## src/logic/ext_irq_pkg.sv

```systemverilog
/*
 * constants for the external interrupt sense block: special function
 * register addresses, field positions and reset values.
 * assumes an 8-bit special function register bus inside the core.
 */
package ext_irq_pkg;
	// pin and polarity configuration register
	localparam logic [7:0] CFG_ADDR = 8'hE4;
	localparam logic [7:0] CFG_RESET = 8'h01;
	localparam int CFG_FIRST_SEL_LSB = 0; // bits 2:0
	localparam int CFG_FIRST_POL_BIT = 3;
	localparam int CFG_SECOND_SEL_LSB = 4; // bits 6:4
	localparam int CFG_SECOND_POL_BIT = 7;
	localparam int SEL_W = 3;
	// timer control register, low nibble owned here
	localparam int TCTL_FIRST_EDGE_BIT = 0;
	localparam int TCTL_FIRST_PEND_BIT = 1;
	localparam int TCTL_SECOND_EDGE_BIT = 2;
	localparam int TCTL_SECOND_PEND_BIT = 3;
	// interrupt priority register bits
	localparam int PRIO_FIRST_BIT = 0;
	localparam int PRIO_SECOND_BIT = 2;
	localparam int NUM_IRQ = 2;
	localparam int PORT_W = 8;
	localparam logic [7:0] BYTE_ZERO = 8'h00;
endpackage

```

## src/logic/irq_sense.sv

```systemverilog
/*
 * one external interrupt channel: pin selection, polarity, edge or level
 * sensing and the pending flag.
 * assumes the port vector is already synchronised to i_clk.
 */
`timescale 1ns/1ps
module irq_sense
	import ext_irq_pkg::*;
#(
	parameter int PW = PORT_W
) (
	input wire logic i_clk,
	input wire logic i_rst_n,
	input wire logic [PW-1:0] i_port_sync,
	input wire logic [SEL_W-1:0] i_sel,
	input wire logic i_polarity,
	input wire logic i_edge,
	input wire logic i_vector_clr,
	input wire logic i_sw_wr,
	input wire logic i_sw_val,
	output logic o_pending
);
	// refuse a port that the three-bit select does not cover exactly
	if (PW != (1 << SEL_W)) begin : g_port
		$error("port width must match select range");
	end

	logic prev_active;
	logic next_pending;
	wire logic pin = i_port_sync[i_sel];
	// active when the pin equals the polarity bit
	wire logic active = ~(pin ^ i_polarity);
	wire logic rise = active & ~prev_active;

	// edge: set wins over vector clear and software write; level: follows input
	always_comb begin
		if (!i_edge) begin
			next_pending = active;
		end else if (rise) begin
			next_pending = 1'b1;
		end else if (i_vector_clr) begin
			next_pending = 1'b0;
		end else if (i_sw_wr) begin
			next_pending = i_sw_val;
		end else begin
			next_pending = o_pending;
		end
	end

	// pending flag and previous active level
	always_ff @(posedge i_clk or negedge i_rst_n) begin
		if (!i_rst_n) begin
			o_pending <= 1'b0;
			prev_active <= 1'b0;
		end else begin
			o_pending <= next_pending;
			prev_active <= active;
		end
	end

	a_level_tracks: assert property (@(posedge i_clk) disable iff (!i_rst_n)
		!i_edge ##1 !i_edge |-> o_pending == $past(active))
		else $error("level pending does not follow input");
	a_edge_sets: assert property (@(posedge i_clk) disable iff (!i_rst_n)
		i_edge && rise |=> o_pending)
		else $error("edge did not set pending");
	a_vector_clears: assert property (@(posedge i_clk) disable iff (!i_rst_n)
		i_edge && i_vector_clr && !rise |=> !o_pending)
		else $error("vectoring did not clear pending");
	a_edge_holds: assert property (@(posedge i_clk) disable iff (!i_rst_n)
		i_edge && o_pending && !i_vector_clr && !i_sw_wr ##1 i_edge |-> o_pending)
		else $error("edge pending dropped on its own");
	c_edge_event: cover property (@(posedge i_clk) disable iff (!i_rst_n)
		i_edge && rise ##[1:4] i_vector_clr);
	c_level_event: cover property (@(posedge i_clk) disable iff (!i_rst_n)
		!i_edge && active ##1 !active);
endmodule // irq_sense

```

## src/logic/ext_irq_top.sv

```systemverilog
/*
 * external interrupt sense block: two interrupt inputs taken from
 * selectable port 0 pins, with polarity, edge or level sensing, pending
 * flags, priority bits and the pin dedication mask for the crossbar.
 * assumes an 8-bit special function register bus on the system clock
 * and one-cycle vector acknowledge pulses from the interrupt logic.
 */
// Function
// - each input has a polarity bit, 0 active low and 1 active high.
// - each input has a sense bit, 1 edge and 0 level sensitive.
// - bits 6:4 select which port 0 pin feeds the second input.
// - bits 2:0 select which port 0 pin feeds the first input.
// - inputs sample their pins without driving or disturbing them.
// - a skipped selected pin is left dedicated to the interrupt input.
// - pending flags sit in bits 1 and 3 of the timer control register.
// - in edge mode the pending flag clears when the cpu vectors.
// - in level mode the pending flag equals the active state of the input.
// - each input has a priority bit, 0 low and 1 high.
`timescale 1ns/1ps
module ext_irq_top
	import ext_irq_pkg::*;
#(
	parameter logic [7:0] TCTL_ADDR = 8'h88,
	parameter logic [7:0] PRIO_ADDR = 8'hB8
) (
	input wire logic I_CLK,
	input wire logic I_RST_N,
	input wire logic [PORT_W-1:0] i_PORT0,
	input wire logic [7:0] i_SFR_ADDR,
	input wire logic [7:0] i_SFR_WDATA,
	input wire logic i_SFR_WR,
	input wire logic [NUM_IRQ-1:0] i_VECTOR_ACK,
	input wire logic [PORT_W-1:0] i_CROSSBAR_SKIP,
	output logic [7:0] o_SFR_RDATA,
	output logic [NUM_IRQ-1:0] o_IRQ_PENDING,
	output logic [NUM_IRQ-1:0] o_IRQ_PRIORITY,
	output logic [PORT_W-1:0] o_PIN_DEDICATED
);
	logic [PORT_W-1:0] sync_a;
	logic [PORT_W-1:0] sync_b;
	logic [7:0] cfg;
	logic [NUM_IRQ-1:0] edge_sel;
	logic [NUM_IRQ-1:0] pending;
	logic [7:0] next_rdata;

	// two-stage synchroniser on every port pin, pins are only read
	// the stages clear to zero, so for two edges after reset every pin reads low
	// and an active-low level input shows pending until real pin levels arrive
	always_ff @(posedge I_CLK or negedge I_RST_N) begin
		if (!I_RST_N) begin
			sync_a <= '0;
			sync_b <= '0;
		end else begin
			sync_a <= i_PORT0;
			sync_b <= sync_a;
		end
	end

	// refuse address maps that would alias two registers onto one address
	if (TCTL_ADDR == CFG_ADDR || PRIO_ADDR == CFG_ADDR || TCTL_ADDR == PRIO_ADDR) begin : g_map
		$error("register addresses must be distinct");
	end
	// refuse a port that the three-bit selects do not cover exactly
	if (PORT_W != (1 << SEL_W)) begin : g_port
		$error("port width must match select range");
	end
	// the channel wiring below is written out for exactly two inputs
	if (NUM_IRQ != 2) begin : g_count
		$error("exactly two interrupt inputs are supported");
	end

	// register decode
	wire logic wr_cfg = i_SFR_WR && (i_SFR_ADDR == CFG_ADDR);
	wire logic wr_tctl = i_SFR_WR && (i_SFR_ADDR == TCTL_ADDR);
	wire logic wr_prio = i_SFR_WR && (i_SFR_ADDR == PRIO_ADDR);

	// configuration, sense select and priority registers
	always_ff @(posedge I_CLK or negedge I_RST_N) begin
		if (!I_RST_N) begin
			cfg <= CFG_RESET;
			edge_sel <= '0;
			o_IRQ_PRIORITY <= '0;
		end else begin
			if (wr_cfg) cfg <= i_SFR_WDATA;
			if (wr_tctl) begin
				edge_sel[0] <= i_SFR_WDATA[TCTL_FIRST_EDGE_BIT];
				edge_sel[1] <= i_SFR_WDATA[TCTL_SECOND_EDGE_BIT];
			end
			if (wr_prio) begin
				o_IRQ_PRIORITY[0] <= i_SFR_WDATA[PRIO_FIRST_BIT];
				o_IRQ_PRIORITY[1] <= i_SFR_WDATA[PRIO_SECOND_BIT];
			end
		end
	end

	// per-channel configuration fields
	wire logic [SEL_W-1:0] sel [NUM_IRQ];
	wire logic pol [NUM_IRQ];
	wire logic sw_val [NUM_IRQ];
	assign sel[0] = cfg[CFG_FIRST_SEL_LSB +: SEL_W];
	assign sel[1] = cfg[CFG_SECOND_SEL_LSB +: SEL_W];
	assign pol[0] = cfg[CFG_FIRST_POL_BIT];
	assign pol[1] = cfg[CFG_SECOND_POL_BIT];
	assign sw_val[0] = i_SFR_WDATA[TCTL_FIRST_PEND_BIT];
	assign sw_val[1] = i_SFR_WDATA[TCTL_SECOND_PEND_BIT];

	// one sense channel per external interrupt
	genvar g;
	generate
		for (g = 0; g < NUM_IRQ; g++) begin : gen_ch
			irq_sense #(.PW(PORT_W)) u_sense (
				.i_clk(I_CLK),
				.i_rst_n(I_RST_N),
				.i_port_sync(sync_b),
				.i_sel(sel[g]),
				.i_polarity(pol[g]),
				.i_edge(edge_sel[g]),
				.i_vector_clr(i_VECTOR_ACK[g]),
				.i_sw_wr(wr_tctl),
				.i_sw_val(sw_val[g]),
				.o_pending(pending[g])
			);
		end
	endgenerate
	assign o_IRQ_PENDING = pending;

	// selected pins that the crossbar skips stay dedicated to the inputs
	wire logic [PORT_W-1:0] sel_mask = (PORT_W'(1) << sel[0]) | (PORT_W'(1) << sel[1]);
	assign o_PIN_DEDICATED = sel_mask & i_CROSSBAR_SKIP;

	// read data mux, unmapped addresses read zero
	wire logic [7:0] tctl_rd = {4'h0, pending[1], edge_sel[1], pending[0], edge_sel[0]};
	wire logic [7:0] prio_rd = {5'h00, o_IRQ_PRIORITY[1], 1'b0, o_IRQ_PRIORITY[0]};
	always_comb begin
		next_rdata = BYTE_ZERO;
		if (i_SFR_ADDR == CFG_ADDR) next_rdata = cfg;
		else if (i_SFR_ADDR == TCTL_ADDR) next_rdata = tctl_rd;
		else if (i_SFR_ADDR == PRIO_ADDR) next_rdata = prio_rd;
	end

	// registered read data
	always_ff @(posedge I_CLK or negedge I_RST_N) begin
		if (!I_RST_N) o_SFR_RDATA <= BYTE_ZERO;
		else o_SFR_RDATA <= next_rdata;
	end

	a_sync_delay: assert property (@(posedge I_CLK) disable iff (!I_RST_N)
		##2 1'b1 |-> sync_b == $past(i_PORT0, 2))
		else $error("synchroniser latency is not two cycles");
	a_cfg_write: assert property (@(posedge I_CLK) disable iff (!I_RST_N)
		wr_cfg |=> cfg == $past(i_SFR_WDATA))
		else $error("configuration write lost");
	a_pend_readback: assert property (@(posedge I_CLK) disable iff (!I_RST_N)
		i_SFR_ADDR == TCTL_ADDR |=> o_SFR_RDATA[TCTL_SECOND_PEND_BIT] == $past(pending[1])
			&& o_SFR_RDATA[TCTL_FIRST_PEND_BIT] == $past(pending[0]))
		else $error("pending flags not at bits 1 and 3");
	a_prio_write: assert property (@(posedge I_CLK) disable iff (!I_RST_N)
		wr_prio |=> o_IRQ_PRIORITY[1] == $past(i_SFR_WDATA[PRIO_SECOND_BIT]))
		else $error("priority write lost");
	a_pin_dedicated: assert property (@(posedge I_CLK) disable iff (!I_RST_N)
		i_CROSSBAR_SKIP[sel[0]] |-> o_PIN_DEDICATED[sel[0]])
		else $error("skipped selected pin not dedicated");
	a_level_first: assert property (@(posedge I_CLK) disable iff (!I_RST_N)
		!edge_sel[0] ##1 !edge_sel[0] && $stable(cfg) |->
			pending[0] == ($past(sync_b[sel[0]]) == cfg[CFG_FIRST_POL_BIT]))
		else $error("first input level not from selected pin");

	// second input: pin select, polarity, level tracking and dedication
	a_level_second: assert property (@(posedge I_CLK) disable iff (!I_RST_N)
		!edge_sel[1] ##1 !edge_sel[1] && $stable(cfg) |->
			pending[1] == ($past(sync_b[sel[1]]) == cfg[CFG_SECOND_POL_BIT]))
		else $error("second input level not from selected pin");
	a_ded_second: assert property (@(posedge I_CLK) disable iff (!I_RST_N)
		i_CROSSBAR_SKIP[sel[1]] |-> o_PIN_DEDICATED[sel[1]])
		else $error("skipped second pin not dedicated");

	// sense select bits: taken from the timer control write, read back, held otherwise
	a_tctl_write: assert property (@(posedge I_CLK) disable iff (!I_RST_N)
		wr_tctl |=> edge_sel[0] == $past(i_SFR_WDATA[TCTL_FIRST_EDGE_BIT])
			&& edge_sel[1] == $past(i_SFR_WDATA[TCTL_SECOND_EDGE_BIT]))
		else $error("sense select write lost");
	a_tctl_edge_bits: assert property (@(posedge I_CLK) disable iff (!I_RST_N)
		i_SFR_ADDR == TCTL_ADDR |=> o_SFR_RDATA[TCTL_FIRST_EDGE_BIT] == $past(edge_sel[0])
			&& o_SFR_RDATA[TCTL_SECOND_EDGE_BIT] == $past(edge_sel[1]))
		else $error("sense select bits not at bits 0 and 2");
	a_edge_bits_hold: assert property (@(posedge I_CLK) disable iff (!I_RST_N)
		!wr_tctl |=> $stable(edge_sel))
		else $error("sense select changed without a write");

	// configuration register read back and held between writes
	a_cfg_readback: assert property (@(posedge I_CLK) disable iff (!I_RST_N)
		i_SFR_ADDR == CFG_ADDR |=> o_SFR_RDATA == $past(cfg))
		else $error("configuration read back wrong");
	a_cfg_hold: assert property (@(posedge I_CLK) disable iff (!I_RST_N)
		!wr_cfg |=> $stable(cfg))
		else $error("configuration changed without a write");

	// priority bits: written, read back at bits 0 and 2, held otherwise
	a_prio_first: assert property (@(posedge I_CLK) disable iff (!I_RST_N)
		wr_prio |=> o_IRQ_PRIORITY[0] == $past(i_SFR_WDATA[PRIO_FIRST_BIT]))
		else $error("first priority write lost");
	a_prio_readback: assert property (@(posedge I_CLK) disable iff (!I_RST_N)
		i_SFR_ADDR == PRIO_ADDR |=> o_SFR_RDATA[PRIO_FIRST_BIT] == $past(o_IRQ_PRIORITY[0])
			&& o_SFR_RDATA[PRIO_SECOND_BIT] == $past(o_IRQ_PRIORITY[1]))
		else $error("priority bits not at bits 0 and 2");
	a_prio_hold: assert property (@(posedge I_CLK) disable iff (!I_RST_N)
		!wr_prio |=> $stable(o_IRQ_PRIORITY))
		else $error("priority changed without a write");

	// dedication never reaches a pin the crossbar still owns, nor a third pin
	a_ded_needs_skip: assert property (@(posedge I_CLK) disable iff (!I_RST_N)
		(o_PIN_DEDICATED & ~i_CROSSBAR_SKIP) == '0)
		else $error("pin dedicated without a crossbar skip");
	a_ded_at_most_two: assert property (@(posedge I_CLK) disable iff (!I_RST_N)
		$countones(o_PIN_DEDICATED) <= NUM_IRQ)
		else $error("more pins dedicated than inputs");

	// main scenarios
	c_cfg_write: cover property (@(posedge I_CLK) disable iff (!I_RST_N) wr_cfg);
	c_both_pending: cover property (@(posedge I_CLK) disable iff (!I_RST_N) &pending);
	c_edge_pending: cover property (@(posedge I_CLK) disable iff (!I_RST_N) &edge_sel && |pending);
endmodule // ext_irq_top

```

## config.mk

```make
export PLATFORM = sky130hd
export DESIGN_NAME = ext_irq_top
export DESIGN_NICKNAME = d
export VERILOG_FILES = /design/src/logic/ext_irq_pkg.sv /design/src/logic/irq_sense.sv /design/src/logic/ext_irq_top.sv
export SDC_FILE = /design/constraint.sdc
export NUM_CORES = 1
export LEC_CHECK = 0
export BUFFER_PORTS_ARGS = -buffer_cell sky130_fd_sc_hd__buf_4
export CORE_MARGIN = 3
export CORE_UTILIZATION = 45
export DETAILED_ROUTE_END_ITERATION = 12
export GPL_TIMING_DRIVEN = 0
export PLACE_DENSITY = 0.83
export SYNTH_ARGS = -nofsm -noshare
export SYNTH_HDL_FRONTEND = slang
export SYNTH_SLANG_ARGS = --single-unit
```

## constraint.sdc

```tcl
create_clock -name I_CLK -period 3.7 [get_ports I_CLK]
set_input_delay 0.74 -clock I_CLK [delete_from_list [all_inputs] [get_ports I_CLK]]
set_output_delay 0.74 -clock I_CLK [all_outputs]
set_load 0.01 [all_outputs]
```

## Yosys cells after proc, flatten, opt, wreduce, memory -nomap -nowiden

Index checks and enable logic that the tools add are counted.

- Bits in registers: 40
- Bits of input ports: 37
- Output and inout port bits: 20
- Logic and storage cells: 47

- Magnitude comparators: 2
- Eq/ne operators: 5
- Shift-type cells: 2
- Mux-type cells: 15
- Bitwise gates (word level): 10
- Reduce and logical (&&, ||, !) cells: 3

Operators by type and width:

| kind | count |
|---|---|
| 8-bit == test, second input constant | 3 |
| 8-bit two-way mux | 2 |
| 1-bit by 3-bit left shift with 8-bit output, first input constant | 2 |
| 1-bit two-way mux | 10 |
| 8-bit AND | 1 |
| 3-bit by 4-bit less-than comparator with 1-bit output, second input constant | 2 |
| 4-bit by 2-bit inequality test with 1-bit output, second input constant | 2 |
| 8-bit OR | 1 |
| 1-bit binary-select mux with 3-bit select | 2 |
| 1-bit NOT | 4 |
| 1-bit logical AND | 3 |
| 3-bit two-way mux | 1 |
| 1-bit AND | 2 |
| 1-bit XOR | 2 |

## Depth between registers and ports, before layout

Gate-level depths: netlist of the first run.

- Depth in word-level cells: 7
- Mapped depth: 5
- Depth with buffers taken out: 4

## Hierarchy

A second synthesis of the first run with hierarchy kept.

- Cells, all modules: 125
- Area, all modules: 1,769.2 um^2

Modules (own cells, without submodules):

| module | instances | cells each | area an instance (um^2) | sequential area each (um^2) |
|---|---|---|---|---|
| ext_irq_top | 1 | 105 | 1,468.9 | 902.1 |
| irq_sense | 2 | 10 | 150.1 | 50.0 |

## Worst setup path after synthesis of the first run

No wires, ideal clock.

- Kind: flip-flop to output port
- From: reg cfg[0]
- To: out o_PIN_DEDICATED[7]
- Arrival: 1.204 ns
- Required time: 2.960 ns
- Setup slack: 1.756 ns
- Cell stages (with the launch flop): 4
- Buffers on the path: 1
- Path through: dfstp_2 > clkbuf_1 > nand3_1 > a21boi_0

- Word-level cells in the longest chain between the ends: 3

RTL lines:

| element | line | source |
|---|---|---|
| start: declaration | ext_irq_top.sv:41 | `logic [7:0] cfg;` |
| start signal: assignment | ext_irq_top.sv:84 | `if (wr_cfg) cfg <= i_SFR_WDATA;` |
| 1-bit by 3-bit left shift with 8-bit output | ext_irq_top.sv:128 | `wire logic [PORT_W-1:0] sel_mask = (PORT_W'(1) << sel[0]) \| (PORT_W'(1) << sel[1]);` |
| 8-bit OR | ext_irq_top.sv:128 |  |
| 8-bit AND | ext_irq_top.sv:129 | `assign o_PIN_DEDICATED = sel_mask & i_CROSSBAR_SKIP;` |
| end: declaration | ext_irq_top.sv:37 | `output logic [PORT_W-1:0] o_PIN_DEDICATED` |

Every way passes these cells.

## Worst setup path in the final report of the first run

- From: reg cfg[0]
- To: out o_PIN_DEDICATED[3]

Same word-level chain as after synthesis.

==> results by group, run 1 <==
Status
  – Outcome: complete, no violations

Routing
  – Iteration-0 DRC Markers: 146
  – Via count: 1236
  – Wire length per cell: 14.9 µm
  – DRC Markers: 0
  – Vias/cell: 5.30
  – DRT Pass-1 Iters: 4
  – Post-route ant nets: 0
  – Final WL: 3470 µm

Logic synthesis
  – Mapped cell area: 1690 µm²
  – Share of the yosys chip area belonging to registers: 59.5%
  – Yosys reg bits: 40
  – Syn nets: 161
  – Mapped Cells: 124
  – Count of different cell masters after synthesis: 30
  – Synth Area per Inst: 13.6 µm²
  – Synth Warn #: 0

Clocking
  – Clk sink count: 40
  – Reg clk slew, reported paths: 0.07 ns
  – Hold buffers post-CTS: 0
  – CTS Buffer Depth: 2
  – Clock Latency Late Sink: approximately 0.29 ns
  – CTS tree: built
  – Cts bufs inserted: 5
  – Postcts setup bufs: 0
  – Root Driver: clkbuf_8
  – H-tree depth: 2
  – Post_cts resized: 0

Power and ir drop
  – Leak: 1.11 nW
  – Pwr dens: 390 nW/µm²
  – Worst IR Drop VDD: 240 µV

STA
  – Setup TNS: 0 ns
  – Final max-slew violation count: 0
  – Slew @ Worst Pin: 0.470 ns
  – Hold Vio Cnt, Final: 0
  – Post-route clock skew: approximately 0.0043 ns
  – Peak Freq: ~410 MHz
  – RSZ-0062 raised after global routing: no
  – Setup slack after layout: 1.24 ns
  – Fin crit period: 2.46 ns
  – Setup violations, final: 0
  – Worst slew margin: slightly below 70%
  – Tcrit/Tclk final: 66.5%

Cells and area
  – Nets: 224
  – Final Util: 65.2%
  – Final std cells w/o fill: roughly 230
  – Share of cells above drive strength 1: a little over two fifths
  – Most common cell after layout, fill and taps aside: buf_4
  – # fillers: 267
  – P&R area growth vs syn: 34.1%
  – Diode count: 0
  – Most frequent cells in the layout: buf_4 (59), dfrtp_1 (39), mux2_2 (14), clkbuf_8 (7), clkbuf_1 (6)

Die
  – DIE AREA: 4520 µm²
  – IO Count: 57
  – Rows: 21
  – Width of the chip: 67.2 µm
  – Starting Density: 48.6%
  – Core ar.: 3470 µm²
  – DIE HEIGHT: 67.2 µm

GRT
  – Grt ovf: 0
  – First-pass GRT wire length: around 5700 µm
  – Largest net degree at the start of global routing: 41
  – Initial antenna violation count: 0
  – GRT Total Usage: 17.6%
  – GR Util met1: 19.3%
  – Grt peak-use layer: met2
  – Vias in the first global route: 1272
  – Met3 Track Usage GR: 4.99%
  – GR Util met2: between 20% and 30%

Placement
  – Global placement routability congestion: 0.814
  – Inst Count DP: 226
  – Post-DP HPWL: 2600 µm
  – Port-buffer cells: 56
  – Dpl ws: 1.47 ns

Critical path
  – CP max FO: 10
  – Critical path type: reg2out
  – Arr. time, crit path: 1.72 ns
  – Critical Path RT: slightly below 3 ns
  – Crit start category: flop
  – Element type at the critical path end: output port

Flow run
  – Maxcap violations: 0

Min path
  – Tightest Hold Check Type: reg2reg
## routing by layer
metal,vias to the layer above,wire length [µm]
met5,-,0
met4,0,120
met3,13,222
met2,45,1810
met1,611,1310
li1,567,-
## synth_stat cells (all sizes together)
library cell  count  area, µm²
a21boi            3       22.5
a21oi             1       5.00
a222oi            2       20.0
a22o              2       17.5
a22oi             1       7.51
a32o              2       20.0
and2              5       31.3
and3              2       12.5
and4              1       8.76
buf               3       22.5
clkbuf            6       22.5
dfrtp            39        976
dfstp             1       26.3
inv               4       15.0
mux2             14        158
mux2i             2       20.0
mux4              4        105
nand2             6       25.0
nand3             2       10.0
nand3b            4       30.0
nand4             1       6.26
nor2              4       15.0
nor2b             2       12.5
nor3              2       10.0
nor3b             5       37.5
nor4bb            1       10.0
o21a              2       15.0
o22ai             1       6.26
xor2              2       17.5
## flip-flops by register name, indices dropped and copies added (netlist names)
| register | count |
|---|---|
| edge_sel | 2 |
| o_SFR_RDATA | 8 |
| sync_b | 8 |
| gen_ch.u_sense.o_pending | 2 |
| sync_a | 8 |
| o_IRQ_PRIORITY | 2 |
| gen_ch.u_sense.prev_active | 2 |
| cfg | 8 |
## logic make-up after synthesis
group	after synthesis	share of synthesized area (%)
flip-flops	40	59.5
AO/OA/AOI/OAI	14	6.76
AND/OR/NAND/NOR	35	12.4
multiplexers	20	16.8
XOR/XNOR	2	1.04
buffers and inverters	13	3.56
## metrics by stage
stage | power (mW) | hold slack [ns] | instance area (µm²)
after floorplan | 0.527 | 0.331 | 1690
after global placement | 0.583 | 0.331 | 2160
after global routing | 0.927 | 0.360 | 2260
after detailed placement | 0.588 | 0.336 | 2160
after CTS | 0.889 | 0.352 | 2260
final | 0.881 | 0.349 | 2260
## critical path, cell delays in order (launching register included)
cell	delay [ns]
dfstp_2	0.56
clkbuf_1	0.36
nand3b_1	0.12
a21boi_0	0.22
buf_4	0.16
## worst paths after layout
| path | endpoint | depth (start not counted) | slack [ns] | start |
|---|---|---|---|---|
| worst max-delay path | o_PIN_DEDICATED[3] | 4 | 1.24 | cfg[0] |
| worst min-delay path | sync_b[7] | 0 | 0.35 | sync_a[7] |
| max in group asynchronous | cfg[0] | 1 | 2.95 | I_RST_N |
| worst max register to register | gen_ch[0].u_sense.o_pending | 4 | 1.93 | cfg[0] |
| worst min register to register | sync_b[7] | 0 | 0.35 | sync_a[7] |
| min in group asynchronous | o_IRQ_PRIORITY[0] | 1 | 0.41 | I_RST_N |
## report_power, final
group	switching [mW]	leakage, nW	internal, mW	total (mW)
Combinational	0.0443	0.548	0.0632	0.107
Clock	0.135	0.0503	0.166	0.301
Sequential	0.0125	0.507	0.460	0.472
## layout make-up
class	count	area [µm²]	share of cell area (%)
sequential	40	1000	44.4
multi-input combinational	71	623	27.6
timing repair buffer	56	420	18.6
clock buffer	7	96.3	4.26
tap	46	57.6	2.55
buffer	9	45.0	1.99
inverter	4	15.0	0.664
(Power assumes the default switching activity.)
==> run 2, diff against run 1 <==
--- a/config.mk
+++ b/config.mk
@@ -5,12 +5,13 @@
 export SDC_FILE = /design/constraint.sdc
 export NUM_CORES = 1
 export LEC_CHECK = 0
+export ABC_AREA = 1
 export BUFFER_PORTS_ARGS = -buffer_cell sky130_fd_sc_hd__buf_4
 export CORE_MARGIN = 3
 export CORE_UTILIZATION = 45
 export DETAILED_ROUTE_END_ITERATION = 12
 export GPL_TIMING_DRIVEN = 0
-export PLACE_DENSITY = 0.83
+export PLACE_DENSITY = 0.84
 export SYNTH_ARGS = -nofsm -noshare
 export SYNTH_HDL_FRONTEND = slang
 export SYNTH_SLANG_ARGS = --single-unit
==> constraint.sdc (replaced) <==
create_clock -name I_CLK -period 2.08 [get_ports I_CLK]
set_input_delay 0.416 -clock I_CLK [delete_from_list [all_inputs] [get_ports I_CLK]]
set_output_delay 0.416 -clock I_CLK [all_outputs]
set_load 0.01 [all_outputs]
==> run 2 against run 1 <==
Against the previous run:
- sequential power increased by 76%
- routed wire length increased by 16%
- critical path depth unchanged
- non-clock buffer count decreased by 2
- hold slack got worse by 0.26 ns
- area after synthesis increased by 8.9%
- worst setup slack got worse by 1.0 ns
- utilization decreased by 0.86 points
- synthesized cell count increased by 78%
- clock-buffer cell count unchanged
- first-iteration DRC count decreased by 40%
- critical endpoint unchanged
- largest cell class unchanged
==> results by group, run 2 <==
Critical path
  – Worst path max stage delay: 0.54 ns (-0.02 ns)
  – Element type at the critical path end: output port
  – Arr. time, crit path: 1.42 ns (-0.30 ns)
  – Reg2Reg Depth: 12 (+8)
  – Cells along the critical path: buf_4 > nand3_1 > a21boi_0 > buf_4
  – Critical Path RT: 1.66 ns (-1.30 ns)
  – Critical path type: reg2out
  – Crit start category: flop
  – CP max FO: 10 (unchanged)
  – CP most frequent cell: buf_4
  – CP max-delay cell: dfstp_2

Clocking
  – Postcts setup bufs: 0 (unchanged)
  – Reg clk slew, reported paths: 0.07 ns (about the same)
  – Clock Latency Late Sink: 0.29 ns (about the same)
  – H-tree depth: 2 (unchanged)
  – CTS tree: built
  – Clk sink count: 40 (unchanged)
  – Cts bufs inserted: 5 (unchanged)
  – Hold buffers post-CTS: 0 (unchanged)
  – Root Driver: clkbuf_8
  – CTS Buffer Depth: 2 (unchanged)
  – Post_cts resized: 0 (unchanged)

Logic synthesis
  – Most common cell in the synthesized netlist: nand2_1
  – Count of different cell masters after synthesis: 20 (-33%)
  – Post-synth top cells: nand2_1 (70), dfrtp_1 (39), nand3_1 (26)
  – Mapped cell area: 1840 µm² (+8.9%)
  – Syn nets: 258 (+60%)
  – Share of the yosys chip area belonging to registers: 54.6% (-4.9 points)
  – Synth Area per Inst: 8.31 µm² (-39%)
  – Synth Warn #: 0 (unchanged)
  – Share of the synthesized area in the top cell type: 53.2% (-4.7 points)
  – Post-synth EDFFs: 0 (unchanged)
  – Mapped Cells: 221 (+78%)
  – Yosys reg bits: 40 (unchanged)
  – Synth area leader: dfrtp_1
  – Synth area leaders: dfrtp_1 (53%), nand2_1 (14%), nand3_1 (7.1%)
  – Primary FF master, synth: dfrtp_1
  – Post-synthesis async set-or-reset flop share: 100% (unchanged)

Min path
  – Tightest Hold Check Type: in2async

Routing
  – DRC Markers: 0 (unchanged)
  – DRT Pass-1 Iters: 4 (unchanged)
  – Wire length per cell: 12.1 µm (-19%)
  – Via count: 1634 (+32%)
  – Iteration-0 DRC Markers: 87 (-40%)
  – Vias/cell: 4.91 (-7.5%)
  – Post-route ant nets: 0 (unchanged)
  – Final WL: 4020 µm (+16%)

Placement
  – Dpl ws: 0.504 ns (-0.970 ns)
  – Post-DP HPWL: 3010 µm (+16%)
  – Global placement routability congestion: 0.847 (+4.1%)
  – Port-buffer cells: 56 (unchanged)

Status
  – Outcome: complete, no violations

STA
  – Post-route clock skew: 0.00680 ns (+0.00246 ns)
  – Worst slew margin: 68.0% (-0.67 points)
  – Setup violations, final: 0 (unchanged)
  – Setup slack after layout: 0.245 ns (-0.995 ns)
  – Tcrit/Tclk final: about nine tenths
  – RSZ-0062 raised after global routing: no
  – Peak Freq: about 540 MHz
  – Hold Vio Cnt, Final: 0 (unchanged)
  – Fin crit period: 1.84 ns
  – Final max-slew violation count: 0 (unchanged)
  – Setup TNS: 0 ns (unchanged)
  – Slew @ Worst Pin: 0.480 ns (+0.0101 ns)

Die
  – Core ar.: 3800 µm² (+9.5%)
  – DIE AREA: 4880 µm² (+8.1%)
  – Rows: 22 (+4.8%)
  – Starting Density: 48.3% (-0.27 points)
  – DIE HEIGHT: 69.9 µm (+4.0%)
  – IO Count: 57 (unchanged)
  – Width of the chip: 69.9 µm (+4.0%)

GRT
  – GRT Total Usage: 17.6% (about the same)
  – First-pass GRT wire length: 6910 µm (+22%)
  – Largest net degree at the start of global routing: 41 (unchanged)
  – Vias in the first global route: 1611 (+27%)
  – Initial antenna violation count: 0 (unchanged)
  – Grt ovf: 0 (unchanged)

Power and ir drop
  – Leak: 1.29 nW (+17%)
  – Worst IR Drop VDD: 537 µV (+120%)
  – Pwr dens: 702 nW/µm² (+80%)

Cells and area
  – Share of cells above drive strength 1: 28.1% (-16 points)
  – P&R area growth vs syn: 33.1%
  – Most common cell after layout, fill and taps aside: nand2_1
  – Diode count: 0 (unchanged)
  – Most frequent cells in the layout: nand2_1 (70), buf_4 (60), dfrtp_1 (39), nand3_1 (26)
  – Nets: 321 (+43%)

Flow run
  – Maxcap violations: 0 (unchanged)
==> run 2: stage by stage <==
| step | hold slack, ns | utilization (%) | instance area [µm²] | std cells | power [mW] |
|---|---|---|---|---|---|
| after detailed placement | 0.335 | 61.0 | 2320 | 325 | 1.05 |
| after floorplan | 0.120 | - | 1840 | 221 | 0.939 |
| after global placement | 0.334 | 61.0 | 2320 | 325 | 1.05 |
| final | 0.0849 | 64.3 | 2440 | 333 | 1.71 |
| after CTS | 0.0900 | 64.3 | 2440 | 333 | 1.73 |
| after global routing | 0.109 | 64.3 | 2440 | 333 | 1.79 |
==> run 2: layer usage <==
| layer | up-vias | GRT usage [%] | routed length, µm |
|---|---|---|---|
| met2 | 55 | 29.1 | 1980 |
| li1 | 825 | - | - |
| met5 | - | 0 | 0 |
| met4 | 0 | 6.81 | 36 |
| met1 | 748 | 22.1 | 1730 |
| met3 | 6 | 4.46 | 278 |
==> run 2: worst max-delay path, delay by kind of cell, from the launching register on <==
kind                   cells  cell delay [ns]
DFF                        1             0.54
buffers and inverters      2             0.31
AOI/OAI and AO/OA          1             0.18
and+or+nand+nor            1             0.11
==> run 2: kinds of logic (layout without fill, tap and decap cells) <==
kind of cell    after synthesis  in the layout  synth area share, %
simple gates                128            128                 30.1
flops                        40             40                 54.6
buf+inv                      29             93                 7.63
compound gates               24             24                 7.63
==> run 2: worst paths after layout <==
| path | endpoint | startpoint | slack, ns |
|---|---|---|---|
| min in group I_CLK | sync_a[7] | i_PORT0[7] | 0.23 |
| worst min-delay path | sync_b[0] | I_RST_N | 0.08 |
| max in group asynchronous | cfg[0] | I_RST_N | 1.64 |
| worst max register to register | gen_ch[0].u_sense.o_pending | cfg[0] | 0.56 |
| worst max-delay path | o_PIN_DEDICATED[3] | cfg[0] | 0.24 |
| worst min register to register | sync_b[5] | sync_a[5] | 0.35 |
==> run 2: final cells by class <==
| type | count | area, µm² |
|---|---|---|
| timing repair buffer | 56 | 420 |
| inverter | 22 | 82.6 |
| clock buffer | 7 | 96.3 |
| multi-input combinational | 152 | 693 |
| fill | 324 | 1360 |
| sequential | 40 | 1000 |
| tap | 48 | 60.1 |
| buffer | 7 | 57.6 |
| clock inverter | 1 | 30.0 |
==> run 2: power breakdown <==
part / internal (mW) / total (mW) / switching (mW)
Combinational: 0.101 / 0.206 / 0.105
Sequential: 0.812 / 0.833 / 0.0205
Clock: 0.423 / 0.676 / 0.253
